[src/common/ief_pkg.sv]
// Package of offsets, field positions, masks and types for the interrupt bank
package ief_pkg;

    // Register byte offsets on the APB bus
    localparam logic [11:0] OFS_INTERRUPT_CONTROL      = 12'h000;
    localparam logic [11:0] OFS_PERIPHERAL_ENABLE_ONE  = 12'h004;
    localparam logic [11:0] OFS_PERIPHERAL_ENABLE_TWO  = 12'h008;
    localparam logic [11:0] OFS_PERIPHERAL_REQUEST_ONE = 12'h00c;
    localparam logic [11:0] OFS_EVENT_STATUS           = 12'h010;
    localparam logic [11:0] OFS_EVENT_MASK             = 12'h014;

    // Field positions in interrupt_control
    localparam int BIT_GLOBAL_IRQ_GATE      = 7;
    localparam int BIT_PERIPHERAL_GROUP     = 6;
    localparam int BIT_TIMER_ZERO_EN        = 5;
    localparam int BIT_EXT_PIN_EN           = 4;
    localparam int BIT_PIN_CHANGE_EN        = 3;
    localparam int BIT_TIMER_ZERO_PENDING   = 2;
    localparam int BIT_EXT_PIN_PENDING      = 1;
    localparam int BIT_PIN_CHANGE_SUMMARY   = 0;

    // Implemented-bit masks; unimplemented positions read as zero
    localparam logic [7:0] MASK_ENABLE_ONE  = 8'hfb;
    localparam logic [7:0] MASK_ENABLE_TWO  = 8'hee;
    localparam logic [7:0] MASK_REQUEST_ONE = 8'hfb;
    localparam logic [1:0] MASK_CORE_FLAGS  = 2'h3;

    // Reset value of every bank register
    localparam logic [7:0] RST_BANK = 8'h00;

    // Event status bit positions and width
    localparam int EVT_W          = 3;
    localparam int EVT_ACCEPTED   = 0;
    localparam int EVT_RETURNED   = 1;
    localparam int EVT_EXT_EDGE   = 2;
    localparam logic [2:0] RST_EVT = 3'h0;

    // APB phase tracker, one-hot
    typedef enum logic [1:0] {
        IEF_WAIT = 2'b01,
        IEF_ACK  = 2'b10
    } ief_phase_t;

    // Read answer carried as one unit
    typedef struct packed {
        logic [31:0] data;
        logic        err;
    } ief_rsp_t;

endpackage : ief_pkg

[src/rtl/ief_edge_detect.sv]
// Selectable edge detector for the external interrupt pin
`timescale 1ns/1ps
module ief_edge_detect (
    input  wire logic mclk,         // System clock
    input  wire logic resetn,       // Asynchronous reset, active low
    input  wire logic pin,          // Pin level, synchronous to mclk
    input  wire logic rise_sel,     // One picks rising edges, zero falling
    output logic      edge_pulse    // One-cycle pulse on the chosen edge
);

    logic last_q;                   // Pin level one cycle ago

    // Remember the previous level
    always_ff @(posedge mclk or negedge resetn) begin
        if (!resetn) begin
            last_q <= 1'b0;
        end else begin
            last_q <= pin;
        end
    end

    // Rising or falling edge as selected
    assign edge_pulse = rise_sel ? (pin & ~last_q) : (~pin & last_q);

endmodule : ief_edge_detect

[src/rtl/ief_flag_reg.sv]
// Sticky pending-flag register: hardware sets, software writes, set wins
`timescale 1ns/1ps
module ief_flag_reg #(
    parameter int              W    = 8,        // Number of flags
    parameter logic [W-1:0]    IMPL = '1        // Implemented positions
) (
    input  wire logic         mclk,             // System clock
    input  wire logic         resetn,           // Asynchronous reset, active low
    input  wire logic [W-1:0] set,              // Source events, one-cycle
    input  wire logic         wr_en,            // Software write strobe
    input  wire logic [W-1:0] wr_data,          // Software write value
    output logic      [W-1:0] flag_q            // Current flags
);

    logic [W-1:0] flag_d;                       // Next flags

    // Write replaces, event ORs on top so it is never lost
    assign flag_d = IMPL & (set | (wr_en ? wr_data : flag_q));

    // Flags clear on reset
    always_ff @(posedge mclk or negedge resetn) begin
        if (!resetn) begin
            flag_q <= '0;
        end else begin
            flag_q <= flag_d;
        end
    end

endmodule : ief_flag_reg

[src/rtl/ief_bank.sv]
// Interrupt enable and pending-flag bank with APB register access
//
// Design decisions made here: the address map and register access over APB.
`timescale 1ns/1ps
module ief_bank #(
    parameter int PIN_CHANGE_W = 8              // Monitored pin-change lines
) (
    input  wire logic                    mclk,                // System clock, 20 MHz
    input  wire logic                    resetn,              // Async reset, active low
    input  wire logic                    psel,                // APB select
    input  wire logic                    penable,             // APB enable
    input  wire logic                    pwrite,              // APB direction
    input  wire logic [11:0]             paddr,               // APB byte address
    input  wire logic [31:0]             pwdata,              // APB write data
    output logic      [31:0]             prdata,              // APB read data
    output logic                         pready,              // APB ready
    output logic                         pslverr,             // APB error
    input  wire logic                    timer_zero_overflow, // Timer-zero wrap pulse
    input  wire logic                    ext_pin,             // External interrupt pin
    input  wire logic                    ext_edge_select,     // One rising, zero falling
    input  wire logic [PIN_CHANGE_W-1:0] pin_change_flag_reg, // Per-pin change flags
    input  wire logic [7:0]              periph_one_event,    // First group event pulses
    input  wire logic [7:0]              periph_two_pending,  // Second group flags
    input  wire logic                    core_accept,         // Core takes the interrupt
    input  wire logic                    core_return,         // Return from interrupt
    output logic                         core_irq_req,        // Request to the core
    output logic                         sys_irq              // Event interrupt, level
);

    // Control bits of interrupt_control
    logic global_irq_gate_q;                    // Global gate
    logic peripheral_group_gate_q;              // Peripheral group gate
    logic timer_zero_overflow_en_q;             // Timer-zero enable
    logic ext_pin_irq_en_q;                     // External pin enable
    logic pin_change_irq_en_q;                  // Pin-change enable
    logic pin_change_summary_pending_q;         // Pin-change summary flag

    // Peripheral enables and flags
    logic [7:0] peripheral_enable_one_q;        // First enable register
    logic [7:0] peripheral_enable_two_q;        // Second enable register
    logic [7:0] peripheral_request_one_q;       // First request register
    logic [1:0] core_flags_q;                   // Timer-zero and external flags

    // Event status and mask
    logic [ief_pkg::EVT_W-1:0] evt_status_q;    // Sticky event bits
    logic [ief_pkg::EVT_W-1:0] evt_status_d;    // Next event bits
    logic [ief_pkg::EVT_W-1:0] evt_mask_q;      // Event mask
    logic [ief_pkg::EVT_W-1:0] evt_set;         // Events this cycle

    // Bus phase and answer registers
    ief_pkg::ief_phase_t phase_q;               // Access phase tracker
    ief_pkg::ief_phase_t phase_d;               // Next phase
    ief_pkg::ief_rsp_t   rsp_q;                 // Registered answer
    ief_pkg::ief_rsp_t   rsp_d;                 // Answer computed now
    logic                irq_req_q;             // Registered core request
    logic                sys_irq_q;             // Registered event interrupt

    // Decode wires
    wire       access      = psel & penable;
    wire       commit      = access & (phase_q == ief_pkg::IEF_ACK);
    wire       wr_commit   = commit & pwrite;
    wire       rd_commit   = commit & ~pwrite;
    wire       sel_interrupt_control  = (paddr == ief_pkg::OFS_INTERRUPT_CONTROL);
    wire       sel_en_one  = (paddr == ief_pkg::OFS_PERIPHERAL_ENABLE_ONE);
    wire       sel_en_two  = (paddr == ief_pkg::OFS_PERIPHERAL_ENABLE_TWO);
    wire       sel_req_one = (paddr == ief_pkg::OFS_PERIPHERAL_REQUEST_ONE);
    wire       sel_status  = (paddr == ief_pkg::OFS_EVENT_STATUS);
    wire       sel_mask    = (paddr == ief_pkg::OFS_EVENT_MASK);
    wire       mapped      = sel_interrupt_control | sel_en_one | sel_en_two |
                             sel_req_one | sel_status | sel_mask;
    wire       wr_interrupt_control   = wr_commit & sel_interrupt_control;
    wire       wr_req_one  = wr_commit & sel_req_one;
    wire [7:0] wdata       = pwdata[7:0];
    logic      ext_edge;                        // Chosen edge on the pin

    // Edge of the external pin, direction picked by the select input
    ief_edge_detect u_edge (
        .mclk       (mclk),
        .resetn     (resetn),
        .pin        (ext_pin),
        .rise_sel   (ext_edge_select),
        .edge_pulse (ext_edge)
    );

    // Timer-zero and external flags; events set them whatever the enables
    ief_flag_reg #(
        .W    (2),
        .IMPL (ief_pkg::MASK_CORE_FLAGS)
    ) u_core_flags (
        .mclk    (mclk),
        .resetn  (resetn),
        .set     ({timer_zero_overflow, ext_edge}),
        .wr_en   (wr_interrupt_control),
        .wr_data (wdata[ief_pkg::BIT_TIMER_ZERO_PENDING:ief_pkg::BIT_EXT_PIN_PENDING]),
        .flag_q  (core_flags_q)
    );

    // First request register, same layout as the first enable register
    ief_flag_reg #(
        .W    (8),
        .IMPL (ief_pkg::MASK_REQUEST_ONE)
    ) u_req_one (
        .mclk    (mclk),
        .resetn  (resetn),
        .set     (periph_one_event),
        .wr_en   (wr_req_one),
        .wr_data (wdata),
        .flag_q  (peripheral_request_one_q)
    );

    // Named views of the two core flags
    wire timer_zero_overflow_pending = core_flags_q[1];
    wire ext_pin_irq_pending         = core_flags_q[0];

    // Readback of interrupt_control
    wire [7:0] interrupt_control_rd = {global_irq_gate_q, peripheral_group_gate_q,
                            timer_zero_overflow_en_q, ext_pin_irq_en_q,
                            pin_change_irq_en_q, timer_zero_overflow_pending,
                            ext_pin_irq_pending, pin_change_summary_pending_q};

    // Second group flags come from outside; only implemented ones count
    wire [7:0] periph_two_live = periph_two_pending & ief_pkg::MASK_ENABLE_TWO;

    // Sources with both enable and flag set
    wire core_hit = (timer_zero_overflow_en_q & timer_zero_overflow_pending) |
                    (ext_pin_irq_en_q & ext_pin_irq_pending) |
                    (pin_change_irq_en_q & pin_change_summary_pending_q);
    wire periph_hit = (|(peripheral_enable_one_q & peripheral_request_one_q)) |
                      (|(peripheral_enable_two_q & periph_two_live));

    // Request to the core
    wire irq_req_d = global_irq_gate_q &
                     (core_hit | (peripheral_group_gate_q & periph_hit));

    // Read data selection; unimplemented bits masked to zero
    wire [7:0] rd_byte =
        sel_interrupt_control  ? interrupt_control_rd :
        sel_en_one  ? (peripheral_enable_one_q & ief_pkg::MASK_ENABLE_ONE) :
        sel_en_two  ? (peripheral_enable_two_q & ief_pkg::MASK_ENABLE_TWO) :
        sel_req_one ? (peripheral_request_one_q & ief_pkg::MASK_REQUEST_ONE) :
        sel_status  ? {5'h00, evt_status_q} :
        sel_mask    ? {5'h00, evt_mask_q} : 8'h00;

    // Answer prepared in the first access cycle
    assign rsp_d = '{data: {24'h000000, rd_byte}, err: ~mapped};

    // Phase: one wait cycle, then ready
    assign phase_d = (access & (phase_q == ief_pkg::IEF_WAIT)) ?
                     ief_pkg::IEF_ACK : ief_pkg::IEF_WAIT;

    // Events for the status register; reading it clears, events win
    assign evt_set = {ext_edge,
                      core_return,
                      core_accept & global_irq_gate_q};
    // Only the bits handed out in the answer clear, so an event in the wait cycle survives
    wire [ief_pkg::EVT_W-1:0] evt_seen = rsp_q.data[ief_pkg::EVT_W-1:0];
    assign evt_status_d = ((rd_commit & sel_status) ? (evt_status_q & ~evt_seen) : evt_status_q)
                          | evt_set;

    // Bus phase and registered answer
    always_ff @(posedge mclk or negedge resetn) begin
        if (!resetn) begin
            phase_q <= ief_pkg::IEF_WAIT;
            rsp_q   <= '0;
        end else begin
            phase_q <= phase_d;
            rsp_q   <= rsp_d;
        end
    end

    // Global gate: software write, then core accept and return override
    always_ff @(posedge mclk or negedge resetn) begin
        if (!resetn) begin
            global_irq_gate_q <= 1'b0;
        end else if (core_accept && global_irq_gate_q) begin
            global_irq_gate_q <= 1'b0;
        end else if (core_return) begin
            global_irq_gate_q <= 1'b1;
        end else if (wr_interrupt_control) begin
            global_irq_gate_q <= wdata[ief_pkg::BIT_GLOBAL_IRQ_GATE];
        end
    end

    // Writable enables of interrupt_control
    always_ff @(posedge mclk or negedge resetn) begin
        if (!resetn) begin
            peripheral_group_gate_q  <= 1'b0;
            timer_zero_overflow_en_q <= 1'b0;
            ext_pin_irq_en_q         <= 1'b0;
            pin_change_irq_en_q      <= 1'b0;
        end else if (wr_interrupt_control) begin
            peripheral_group_gate_q  <= wdata[ief_pkg::BIT_PERIPHERAL_GROUP];
            timer_zero_overflow_en_q <= wdata[ief_pkg::BIT_TIMER_ZERO_EN];
            ext_pin_irq_en_q         <= wdata[ief_pkg::BIT_EXT_PIN_EN];
            pin_change_irq_en_q      <= wdata[ief_pkg::BIT_PIN_CHANGE_EN];
        end
    end

    // Summary flag follows the per-pin flags; bus writes never touch it
    always_ff @(posedge mclk or negedge resetn) begin
        if (!resetn) begin
            pin_change_summary_pending_q <= 1'b0;
        end else begin
            pin_change_summary_pending_q <= |pin_change_flag_reg;
        end
    end

    // Peripheral enable registers
    always_ff @(posedge mclk or negedge resetn) begin
        if (!resetn) begin
            peripheral_enable_one_q <= ief_pkg::RST_BANK;
            peripheral_enable_two_q <= ief_pkg::RST_BANK;
        end else if (wr_commit) begin
            if (sel_en_one) begin
                peripheral_enable_one_q <= wdata & ief_pkg::MASK_ENABLE_ONE;
            end
            if (sel_en_two) begin
                peripheral_enable_two_q <= wdata & ief_pkg::MASK_ENABLE_TWO;
            end
        end
    end

    // Event status and mask
    always_ff @(posedge mclk or negedge resetn) begin
        if (!resetn) begin
            evt_status_q <= ief_pkg::RST_EVT;
            evt_mask_q   <= ief_pkg::RST_EVT;
        end else begin
            evt_status_q <= evt_status_d;
            if (wr_commit && sel_mask) begin
                evt_mask_q <= wdata[ief_pkg::EVT_W-1:0];
            end
        end
    end

    // Registered interrupt outputs
    always_ff @(posedge mclk or negedge resetn) begin
        if (!resetn) begin
            irq_req_q <= 1'b0;
            sys_irq_q <= 1'b0;
        end else begin
            irq_req_q <= irq_req_d;
            sys_irq_q <= |(evt_status_d & evt_mask_q);
        end
    end

    // Outputs straight from flip-flops
    assign prdata       = rsp_q.data;
    assign pslverr      = rsp_q.err;
    assign pready       = phase_q[1];
    assign core_irq_req = irq_req_q;
    assign sys_irq      = sys_irq_q;

endmodule : ief_bank

[config.mk]
export PLATFORM = sky130hd
export DESIGN_NAME = ief_bank
export DESIGN_NICKNAME = d
export VERILOG_FILES = /design/src/common/ief_pkg.sv /design/src/rtl/ief_edge_detect.sv /design/src/rtl/ief_flag_reg.sv /design/src/rtl/ief_bank.sv
export SDC_FILE = /design/constraint.sdc
export NUM_CORES = 1
export LEC_CHECK = 0
export ABC_AREA = 1
export BUFFER_PORTS_ARGS = -buffer_cell sky130_fd_sc_hd__buf_2
export CAP_MARGIN = 20
export CORE_ASPECT_RATIO = 1.75
export CORE_MARGIN = 3
export CORE_UTILIZATION = 49
export CTS_CLUSTER_DIAMETER = 200
export DETAILED_ROUTE_END_ITERATION = 8
export GPL_TIMING_DRIVEN = 0
export PLACE_DENSITY = 0.79
export SYNTH_ARGS = -nofsm -noshare
export SYNTH_HDL_FRONTEND = slang
export SYNTH_HIERARCHICAL = 1
export SYNTH_SLANG_ARGS = --single-unit
[constraint.sdc]
create_clock -name mclk -period 2.5 [get_ports mclk]
set_input_delay 0.625 -clock mclk [delete_from_list [all_inputs] [get_ports mclk]]
set_output_delay 0.625 -clock mclk [all_outputs]
set_load 0.02 [all_outputs]
Word level (Yosys, flattened, before mapping). Index checks and enable logic that the tools add are counted.

Input bits: 78. Bits in registers: 48. Output and inout bits: 36. Logic and storage cells: 86.

Muxes and demuxes: 14. Reductions and logical operators: 10. Eq/ne operators: 7. Bitwise gates (word level): 37.

Operators by type and width (count): $mux W8 (5); $eq A12 B4 Y1 const B (2); $eq A12 B5 Y1 const B (2); $reduce_or A8 Y1 (3); $and A1 B1 Y1 (16); $and A8 B8 Y8 (2); $eq A12 B3 Y1 const B (1); $logic_not A12 Y1 (1); $mux W3 (3); $or A1 B1 Y1 (9); $or A8 B8 Y8 (1); $and A3 B3 Y3 (2); $mux W1 (4); $mux W2 (2); $not A1 Y1 (4); $reduce_and A2 Y1 (2); $not A3 Y3 (1); $or A3 B3 Y3 (1); $reduce_bool A3 Y1 (1); $reduce_or A3 Y1 (1); $eq A2 B1 Y1 const B (1); $eq A2 B2 Y1 const B (1); $logic_and A1 B1 Y1 (2); $or A2 B2 Y2 (1).

Longest topological paths before layout. Gate-level depths: netlist (run 1).

Depth in word-level cells: 8. Depth in mapped cells: 11. Mapped depth without buffers: 10.

Cells and area by module. Netlist (run 1), hierarchy kept.

Modules (own cells, without submodules): ief_bank (instances 1, seq. area each 952.2 µm², cells each 288, area an instance 2331.0 µm²); ief_flag_reg at u_req_one (instances 1, seq. area each 175.2 µm², cells each 39, area an instance 375.4 µm²); ief_flag_reg at u_core_flags (instances 1, seq. area each 50.0 µm², cells each 11, area an instance 86.3 µm²); ief_edge_detect (instances 1, seq. area each 25.0 µm², cells each 7, area an instance 50.0 µm²).

Least setup slack after synthesis (run 1). OpenSTA, ideal clock, no wires.

Kind: input-to-reg. From: input paddr[5]. To: register u_req_one.flag_q[1]. Setup time: 0.120 ns. Data required time: 2.380 ns. Cell stages on the path: 10. Buffers on the path: 2. Path slack: 0.676 ns. Data arrival time: 1.703 ns. Cells stage by stage: nor2_1 -> nand2_2 -> nor2_4 -> buf_4 -> nand2_1 -> nor4_1 -> buf_6 -> inv_8 -> nand2_2 -> nand3_2.

Word-level cells in the longest chain between the ends: 4.

RTL lines: from (decl) (RTL line ief_bank.sv:13) `input wire logic [11:0] paddr,`; $eq A12 B4 Y1 (RTL line ief_bank.sv:66) `wire sel_req_one = (paddr == ief_pkg::OFS_PERIPHERAL_REQUEST_ONE);`; $and A1 B1 Y1 (RTL line ief_bank.sv:72) `wire wr_req_one = wr_commit & sel_req_one;`; via wr_req_one (RTL line ief_bank.sv:72); $mux W8 (RTL line ief_flag_reg.sv:18) `assign flag_d = IMPL & (set | (wr_en ? wr_data : flag_q));`; $or A8 B8 Y8 (RTL line ief_flag_reg.sv:18); via u_req_one.flag_d[1] (RTL line ief_flag_reg.sv:15) `logic [W-1:0] flag_d;`; to (signal assigned) (RTL line ief_flag_reg.sv:25) `flag_q <= flag_d;`; to (decl) (RTL line ief_flag_reg.sv:12) `output logic [W-1:0] flag_q`.

The timed path passes the listed nets, and every way through them passes these cells. A chain may end at the register's enable or synchronous reset.

Worst setup path after layout (run 1).
From: input paddr[7]. To: register u_req_one.flag_q[4].

The elaborated chain is that of the path after synthesis.

==> flow_summary_export.csv, run 1 <==
group,metric,value,unit
timing,fmax,568,MHz
power,p_per_area,448,nW/um^2
die,die_area,6760,sq um
cells_and_area,drive_gt1_share,35.8,%
cells_and_area,diodes,0,
cells_and_area,fin_area,3450,sq um
die,die_x,63.5,um
synth,syn_inst,343,
die,row_count,36,
timing,tightestPinTransition,0.516,ns
worst_setup_path,start_kind,"input pin",
clocking,cts_sinks,48,
clocking,clk_latency,0.31,ns
drt,first_pass_iters,4,
clocking,ctsLongestPathBuffers,2,
placed_design,place_inst,503,
placed_design,routabilityCongestion,0.905,
clocking,cts_root_buf,"clkbuf_8",
timing,skew,0.00828,ns
worst_setup_path,cp.arrival,1.96,ns
drt,ant_nets,0,
drt,wl,6.73,mm
grt,grt_pass1_wl,10.5,mm
grt,grt_use_total,20.1,%
worst_setup_path,path_max_fanout,10,
timing,hold_violations,0,
cells_and_area,final_nets,513,
worst_setup_path,end_kind,"register",
worst_setup_path,reg2regPathDepth,10,
cells_and_area,mostFrequentLayoutCells,"78 x nand2_1, 62 x buf_2, 47 x inv_1, 47 x dfrtp_1, 25 x buf_4",
outcome,status,"completed",
die,start_util,50.7,%
run,cap_viol_max_count,0,
power,p_leak,1.88,nW
min_path,min-delay-path-class,"input pin to asynchronous set/reset pin",
grt,grt_antenna_before_repair,0,
drt,drt_iter0_markers,102,
die,core_area,5590,sq um
die,top_level_ports,114,
clocking,cts_tree,"yes",
clocking,post-cts-setup-buffer-count,0,
grt,first_global_vias,2403,
clocking,holdBufCountCts,0,
die,die_h,107,um
synth,synth_area,2830,sq um
timing,slew-limit-headroom,65.4,%
worst_setup_path,r2r_end,"u_core_flags/flag_q[1]",
worst_setup_path,worstSetupPathType,"input pin to register",
placed_design,port_buffers,61,
timing,setup_viol,0,
cells_and_area,synthToLayoutAreaGrowth,22.0,%
timing,period_needed,1.76,ns
synth,syn_avg_cell_area,8.26,sq um
clocking,cts_resized,0,
worst_setup_path,rrSetupSlack,0.96,ns
drt,drc,0,
clocking,cts-htree-levels,2,
synth,ys_warn_count,6,
placed_design,hpwl,5.36,mm
clocking,clk_pin_slew,0.10,ns
drt,avgRoutedWirePerCell,13.1,um
timing,period_share,70.4,%
timing,rsz0062_at_grt,"false",
grt,grt-ovfl-total,0,
power,ir_drop,0.438,mV
clocking,cts_buffers,5,
worst_setup_path,crit_required,2.70,ns
worst_setup_path,rr_startpoint,"phase_q[0]",
drt,vias_per_cell,4.79,
timing,tns,0,ns
cells_and_area,final_common_cell,"nand2_1",
cells_and_area,final_cells,512,
drt,vias,2455,
timing,fin_hold_ws,0.182,ns
timing,drv_slew,0,
placed_design,placement.cell_area,3320,sq um
grt,grt_max_degree,49,
registers in the layout, indices dropped and copies added (netlist names):
register                      cells
prdata                            8
peripheral_enable_one_q           7
u_req_one/flag_q                  7
peripheral_enable_two_q           6
evt_mask_q                        3
evt_status_q                      3
phase_q                           2
u_core_flags/flag_q               2
core_irq_req                      1
ext_pin_irq_en_q                  1
global_irq_gate_q                 1
peripheral_group_gate_q           1
pin_change_irq_en_q               1
pin_change_summary_pending_q      1
pslverr                           1
sys_irq                           1
timer_zero_overflow_en_q          1
u_edge/last_q                     1
layout make-up:
cell class	count	area (sq um)
repair buffers	62	325
inverters	50	195
plain buffers	31	249
fillers	535	2130
clock buffers	5	68.8
well taps	76	95.1
flip-flops and latches	48	1200
multi-input cells	237	1270
clock inverters	3	46.3
worst max path at each step:
stage	start	endpoint	slack, ns	cells past startpoint
global route	paddr[5]	u_req_one/flag_q[5]	0.61	11
global placement	paddr[5]	u_req_one/flag_q[5]	0.46	11
floorplan	paddr[5]	u_req_one/flag_q[1]	0.68	10
finish	paddr[7]	u_req_one/flag_q[4]	0.74	11
detailed placement	paddr[7]	u_req_one/flag_q[6]	0.42	11
CTS	paddr[5]	u_req_one/flag_q[6]	0.74	11
routing by layer:
layer  global-route usage, %  vias to the layer above  wire length [um]
li1                        -                     1231                 -
met1                    19.9                     1103              2310
met2                    38.2                       92              3730
met3                    2.85                       29               323
met4                    12.4                        0               363
met5                       0                        -                 0
per-stage QoR:
step                      utilization (%)  setup slack, ns  power (W)
after CTS                            61.5            0.742    0.00155
after detailed placement             59.4            0.418   0.000982
final                                61.8            0.741    0.00155
after global placement               59.4            0.459   0.000979
after global routing                 61.8            0.610    0.00160
after floorplan                         -            0.676   0.000907
critical path, stage by stage:
cell	delay, ns
buf_2	0.11
nor2_4	0.12
nand2_2	0.08
nor2_4	0.15
buf_4	0.19
nand2_1	0.06
nor4_1	0.24
buf_6	0.20
inv_8	0.06
nand2_2	0.06
nand3_2	0.06
report_power, final:
group          switching (W)  internal, W  total [W]
sequential        0.00000472     0.000781   0.000786
combinational       0.000113    0.0000713   0.000184
clock               0.000277     0.000302   0.000578
total               0.000395      0.00115    0.00155
Note: power is estimated with default switching activity, not from simulation.
==> run 2: changes to the inputs <==
--- a/config.mk
+++ b/config.mk
@@ -10,11 +10,11 @@
 export CAP_MARGIN = 20
 export CORE_ASPECT_RATIO = 1.75
 export CORE_MARGIN = 3
-export CORE_UTILIZATION = 49
+export CORE_UTILIZATION = 44
 export CTS_CLUSTER_DIAMETER = 200
 export DETAILED_ROUTE_END_ITERATION = 8
 export GPL_TIMING_DRIVEN = 0
-export PLACE_DENSITY = 0.79
+export PLACE_DENSITY = 0.75
 export SYNTH_ARGS = -nofsm -noshare
 export SYNTH_HDL_FRONTEND = slang
 export SYNTH_HIERARCHICAL = 1
==> constraint.sdc (replaced) <==
create_clock -name mclk -period 1.6 [get_ports mclk]
set_input_delay 0.4 -clock mclk [delete_from_list [all_inputs] [get_ports mclk]]
set_output_delay 0.4 -clock mclk [all_outputs]
set_load 0.02 [all_outputs]
==> run 2 against run 1 <==
- clock-buffer cell count up 1
- worst setup slack worse by 0.64 ns
- cell count up 0.98%
- critical path type unchanged
- largest cell class unchanged
==> flow_summary_export.csv, run 2 (synthesized netlist as in run 1, its figures left out) <==
group,metric,value,unit
cells_and_area,final_common_cell,"nand2_1",
clocking,cts_sinks,48,
clocking,cts-htree-levels,2,
clocking,post-cts-setup-buffer-count,0,
die,start_util,45.5,%
power,switching_share,24.8,%
timing,period_share,93.7,%
cells_and_area,utilization,56.1,%
cells_and_area,largest_reg_flops,8,
timing,skew,0.00818,ns
die,top_level_ports,114,
clocking,cts_tree,"yes",
grt,grt_use_total,19.2,%
cells_and_area,final_nets,514,
grt,grt-ovfl-total,0,
drt,vias,2485,
cells_and_area,diodes,0,
clocking,clk_pin_slew,0.09,ns
drt,vias_per_cell,4.81,
worst_setup_path,path_cells,"buf_2 > nor2_1 > nand2_2 > nor2_4 > nand2_4 > nor2_8 > nand2_2 > buf_6 > inv_1 > inv_1 > nand2_1 > nand3_1",
die,core_area,6230,sq um
power,p_per_area,702,nW/um^2
timing,worst_slack,0.102,ns
grt,grt_antenna_before_repair,0,
worst_setup_path,cp.arrival,1.69,ns
power,power.switching,0.000610,W
min_path,min-delay-path-class,"input pin to register",
drt,drc,0,
clocking,cts_root_buf,"clkbuf_8",
placed_design,place_ws,-0.281,ns
cells_and_area,num-fill-cells,603,
die,die_x,66.6,um
timing,drv_slew,0,
die,die_area,7470,sq um
power,ir_drop,0.705,mV
clocking,cts_buffers,5,
power,p_leak,1.89,nW
worst_setup_path,cpPeakStageDelay,0.17,ns
cells_and_area,fin_area,3500,sq um
placed_design,port_buffers,61,
placed_design,hpwl,5.57,mm
cells_and_area,synthToLayoutAreaGrowth,23.5,%
drt,ant_nets,0,
placed_design,routabilityCongestion,0.931,
power,internal_power,0.00185,W
cells_and_area,drive_gt1_share,36.6,%
outcome,status,"completed",
grt,grt_max_degree,49,
worst_setup_path,worstSetupPathType,"input pin to register",
die,row_count,38,
grt,first_global_vias,2388,
run,cap_viol_max_count,0,
timing,setup_viol,0,
worst_setup_path,crit_required,1.79,ns
power,pwr-share-clk,38.1,%
worst_setup_path,start_kind,"input pin",
grt,grt_pass1_wl,10.9,mm
die,die_h,112,um
clocking,ctsLongestPathBuffers,2,
cells_and_area,mostFrequentLayoutCells,"77 x nand2_1, 62 x buf_2, 47 x dfrtp_1, 46 x inv_1",
power,power,0.00246,W
power,p_comb_share,12.0,%
power,p_seq_share,50.0,%
clocking,clk_latency,0.30,ns
worst_setup_path,critical_path.slowest_cell,"nor2_8",
timing,period_needed,1.50,ns
placed_design,placement.cell_area,3320,sq um
timing,hold_violations,0,
drt,wl,6.92,mm
worst_setup_path,crit_buf_inv,4,
timing,fin_hold_ws,0.232,ns
timing,fmax,667,MHz
timing,rsz0062_at_grt,"true",
worst_setup_path,path_max_fanout,10,
worst_setup_path,end_kind,"register",
drt,first_pass_iters,4,
worst_setup_path,critical-path-top-delay-family,"simple AND/OR/NAND/NOR gates",
drt,avgRoutedWirePerCell,13.4,um
drt,drt_iter0_markers,78,
-- run 2: timing repair --
action / 4_1_cts / 5_1_grt
hold buffers: 0 / 1
setup endpoints to repair: 0 / 10
endpoints found under the hold margin: 0 / 9
resized for setup: 0 / 6
-- run 2: per-layer routing --
| layer | share of wire [%] | track usage (%) |
|---|---|---|
| met1 | 33 | 19.4 |
| met4 | 4.2 | 10.6 |
| met2 | 57 | 35.9 |
| met3 | 5.4 | 2.70 |
| met5 | 0 | 0 |
-- run 2: area by class of cell --
type	count	area, sq um	share of cell area, %
timing repair buffer	63	335	9.59
inverter	50	195	5.58
clock buffer	6	82.6	2.36
clock inverter	2	38.8	1.11
buffer	31	253	7.23
tap	80	100	2.86
multi-input combinational	237	1290	36.9
sequential	48	1200	34.4
-- run 2: path summary, 6_finish.rpt --
kind                       cells after the start  slack (ns)                  startpoint                          to
setup reg to reg                               9        0.12                  phase_q[0]         u_req_one/flag_q[5]
min in group asynchronous                      2        0.48                      resetn      u_core_flags/flag_q[1]
hold / removal                                 1        0.23                     ext_pin               u_edge/last_q
setup / recovery                              12        0.10                    paddr[5]      u_core_flags/flag_q[1]
max in group asynchronous                      3        0.58                      resetn                  phase_q[0]
hold reg to reg                                2        0.49  peripheral_enable_one_q[4]  peripheral_enable_one_q[4]
-- run 2: through the flow --
step,TNS [ns],std cells
floorplan,0,366
global placement,-2.70,507
detailed placement,-3.21,507
CTS,0,515
global route,0,517
finish,0,517
-- run 2: power groups by stage --
stage | logic (W) | registers [W] | clock network (W)
global placement | 0.000279 | 0.00125 | 0
floorplan | 0.000166 | 0.00125 | 0
global route | 0.000324 | 0.00123 | 0.00101
finish | 0.000294 | 0.00123 | 0.000935
CTS | 0.000284 | 0.00123 | 0.000954
detailed placement | 0.000284 | 0.00125 | 0
==> run 3: changes to the inputs <==
--- a/config.mk
+++ b/config.mk
@@ -10,11 +10,11 @@
 export CAP_MARGIN = 20
 export CORE_ASPECT_RATIO = 1.75
 export CORE_MARGIN = 3
-export CORE_UTILIZATION = 44
+export CORE_UTILIZATION = 30
 export CTS_CLUSTER_DIAMETER = 200
 export DETAILED_ROUTE_END_ITERATION = 8
 export GPL_TIMING_DRIVEN = 0
-export PLACE_DENSITY = 0.75
+export PLACE_DENSITY = 0.54
 export SYNTH_ARGS = -nofsm -noshare
 export SYNTH_HDL_FRONTEND = slang
 export SYNTH_HIERARCHICAL = 1
==> run 3 against run 2 <==
- hold slack lost 0.12 ns
- wire length rose by 9.9%
- critical path depth decreased by 1
- non-clock buffer count is 8 higher
- critical endpoint is now u_req_one/flag_q[6]
- highest routed layer unchanged
==> flow_summary_export.csv, run 3 (synthesized netlist as in run 1, its figures left out) <==
group,metric,value,unit
grt,grt_pass1_wl,11.8,mm
power,switching_share,23.5,%
die,die_area,10700,sq um
worst_setup_path,rr_startpoint,"phase_q[0]",
worst_setup_path,end_kind,"register",
clocking,clk_latency,0.29,ns
power,p_per_area,739,nW/um^2
clocking,cts_sinks,48,
power,internal_power,0.00205,W
drt,m1WireLength,2.56,mm
worst_setup_path,path_max_fanout,8,
cells_and_area,final_nets,522,
die,row_count,46,
die,top_level_ports,114,
timing,setup_viol,0,
worst_setup_path,start_kind,"input pin",
grt,first_global_vias,2484,
clocking,cts_tree,"yes",
clocking,clk_pin_slew,0.07,ns
power,power,0.00269,W
worst_setup_path,rrSetupSlack,0.11,ns
cells_and_area,largest_reg_flops,8,
drt,vias_per_cell,4.37,
drt,wl_met3,314,um
cells_and_area,synthToLayoutAreaGrowth,28.4,%
timing,tightestPinTransition,0.597,ns
power,power.switching,0.000632,W
cells_and_area,drive_gt1_share,37.9,%
drt,drc,0,
grt,grt-ovfl-total,0,
drt,routed.top_layer,"met4",
die,core_area,9150,sq um
clocking,cts_root_buf,"clkbuf_16",
min_path,min-delay-path-class,"input pin to asynchronous set/reset pin",
worst_setup_path,cp.arrival,1.67,ns
drt,first_pass_iters,4,
power,ir_drop,0.411,mV
worst_setup_path,r2r_end,"u_core_flags/flag_q[0]",
placed_design,port_buffers,61,
clocking,cts_buffers,5,
drt,met2_length,4.39,mm
timing,skew,0.00692,ns
drt,drt_iter0_markers,140,
die,die_x,79.4,um
timing,fmax,672,MHz
cells_and_area,utilization,39.7,%
clocking,cts-htree-levels,2,
placed_design,routabilityCongestion,0.899,
cells_and_area,mostFrequentLayoutCells,"77 x nand2_1, 62 x buf_2, 47 x dfrtp_1, 46 x inv_1, 33 x buf_4",
timing,slew-limit-headroom,60.2,%
drt,vias,2460,
drt,avgRoutedWirePerCell,13.5,um
power,p_leak,1.94,nW
power,p_comb_share,11.0,%
placed_design,hpwl,6.23,mm
power,pwr-share-clk,43.2,%
worst_setup_path,reg2regPathDepth,10,
worst_setup_path,crit_required,1.78,ns
grt,grt_use_total,14.7,%
grt,grt_max_degree,26,
timing,period_share,93.0,%
drt,wl,7.61,mm
drt,ant_nets,0,
worst_setup_path,worstSetupPathType,"input pin to register",
timing,hold_violations,0,
power,p_seq_share,45.8,%
timing,period_needed,1.49,ns
cells_and_area,final_common_cell,"nand2_1",
clocking,ctsLongestPathBuffers,2,
outcome,status,"completed",
die,die_h,135,um
cells_and_area,diodes,0,
run,cap_viol_max_count,0,
die,start_util,30.9,%
grt,grt_antenna_before_repair,0,
timing,tns,0,ns
timing,drv_slew,0,
==> run 3: changes by cell type in the layout (fill, tap and decap cells not counted), sizes merged <==
cell,delta
clkbuf,-1
clkinv,-1
buf,+9
dlygate4sd3,-1
==> run 3: critical path: stages <==
cell and delay [ns]:
buf_2 0.09, nor2_1 0.12, nand2_2 0.09, nor2_4 0.17
buf_6 0.13, nand2_1 0.05, nor4_2 0.24, buf_6 0.19
inv_8 0.06, nand2_2 0.06, nand3_2 0.05
==> run 3: metrics by stage <==
step | hold slack [ns] | area [sq um] | std cells | worst slack (ns)
after global routing | 0.163 | 3640 | 563 | -0.0131
final | 0.111 | 3640 | 563 | 0.112
after floorplan | 0.104 | 2920 | 366 | 0.00114
after CTS | 0.130 | 3550 | 554 | 0.0265
after global placement | 0.461 | 3370 | 547 | -0.239
after detailed placement | 0.441 | 3390 | 548 | -0.278
==> run 3: timing repair <==
item	CTS	global route
gates resized for setup	1	5
hold buffers	0	0
gates cloned	0	0
endpoints found under the setup margin	1	9
pin swaps	0	3
setup buffers	0	9
==> run 3: per-layer routing <==
| layer | GRT usage [%] | up-vias |
|---|---|---|
| met4 | 8.22 | 0 |
| met5 | 0 | - |
| met2 | 28.9 | 71 |
| met3 | 1.87 | 17 |
| li1 | - | 1246 |
| met1 | 13.9 | 1126 |
==> run 3: how the worst max path moves through the flow <==
stage | startpoint | endpoint | slack [ns] | cells past startpoint
2_1_floorplan | paddr[5] | u_req_one/flag_q[1] | 0.001 | 10
3_3_place_gp | paddr[5] | u_req_one/flag_q[5] | -0.24 | 11
3_5_place_dp | paddr[11] | u_req_one/flag_q[7] | -0.28 | 11
4_1_cts | paddr[11] | u_req_one/flag_q[6] | 0.03 | 11
5_1_grt | paddr[9] | u_req_one/flag_q[6] | -0.01 | 11
6_report | paddr[9] | u_req_one/flag_q[6] | 0.11 | 11
==> run 3: layout make-up <==
cell class / instances / area (sq um)
inverter: 50 / 195
timing repair buffer: 71 / 393
clock inverter: 1 / 30.0
clock buffer: 5 / 125
buffer: 31 / 253
tap: 120 / 150
multi-input combinational: 237 / 1290
fill: 954 / 5520
sequential: 48 / 1200
==> run 3: power by group through the flow <==
stage	Combinational (W)	Clock [W]	Sequential, W
final	0.000296	0.00116	0.00123
after floorplan	0.000166	0	0.00125
after global placement	0.000287	0	0.00125
after global routing	0.000326	0.00122	0.00123
after CTS	0.000296	0.00118	0.00123
after detailed placement	0.000295	0	0.00125
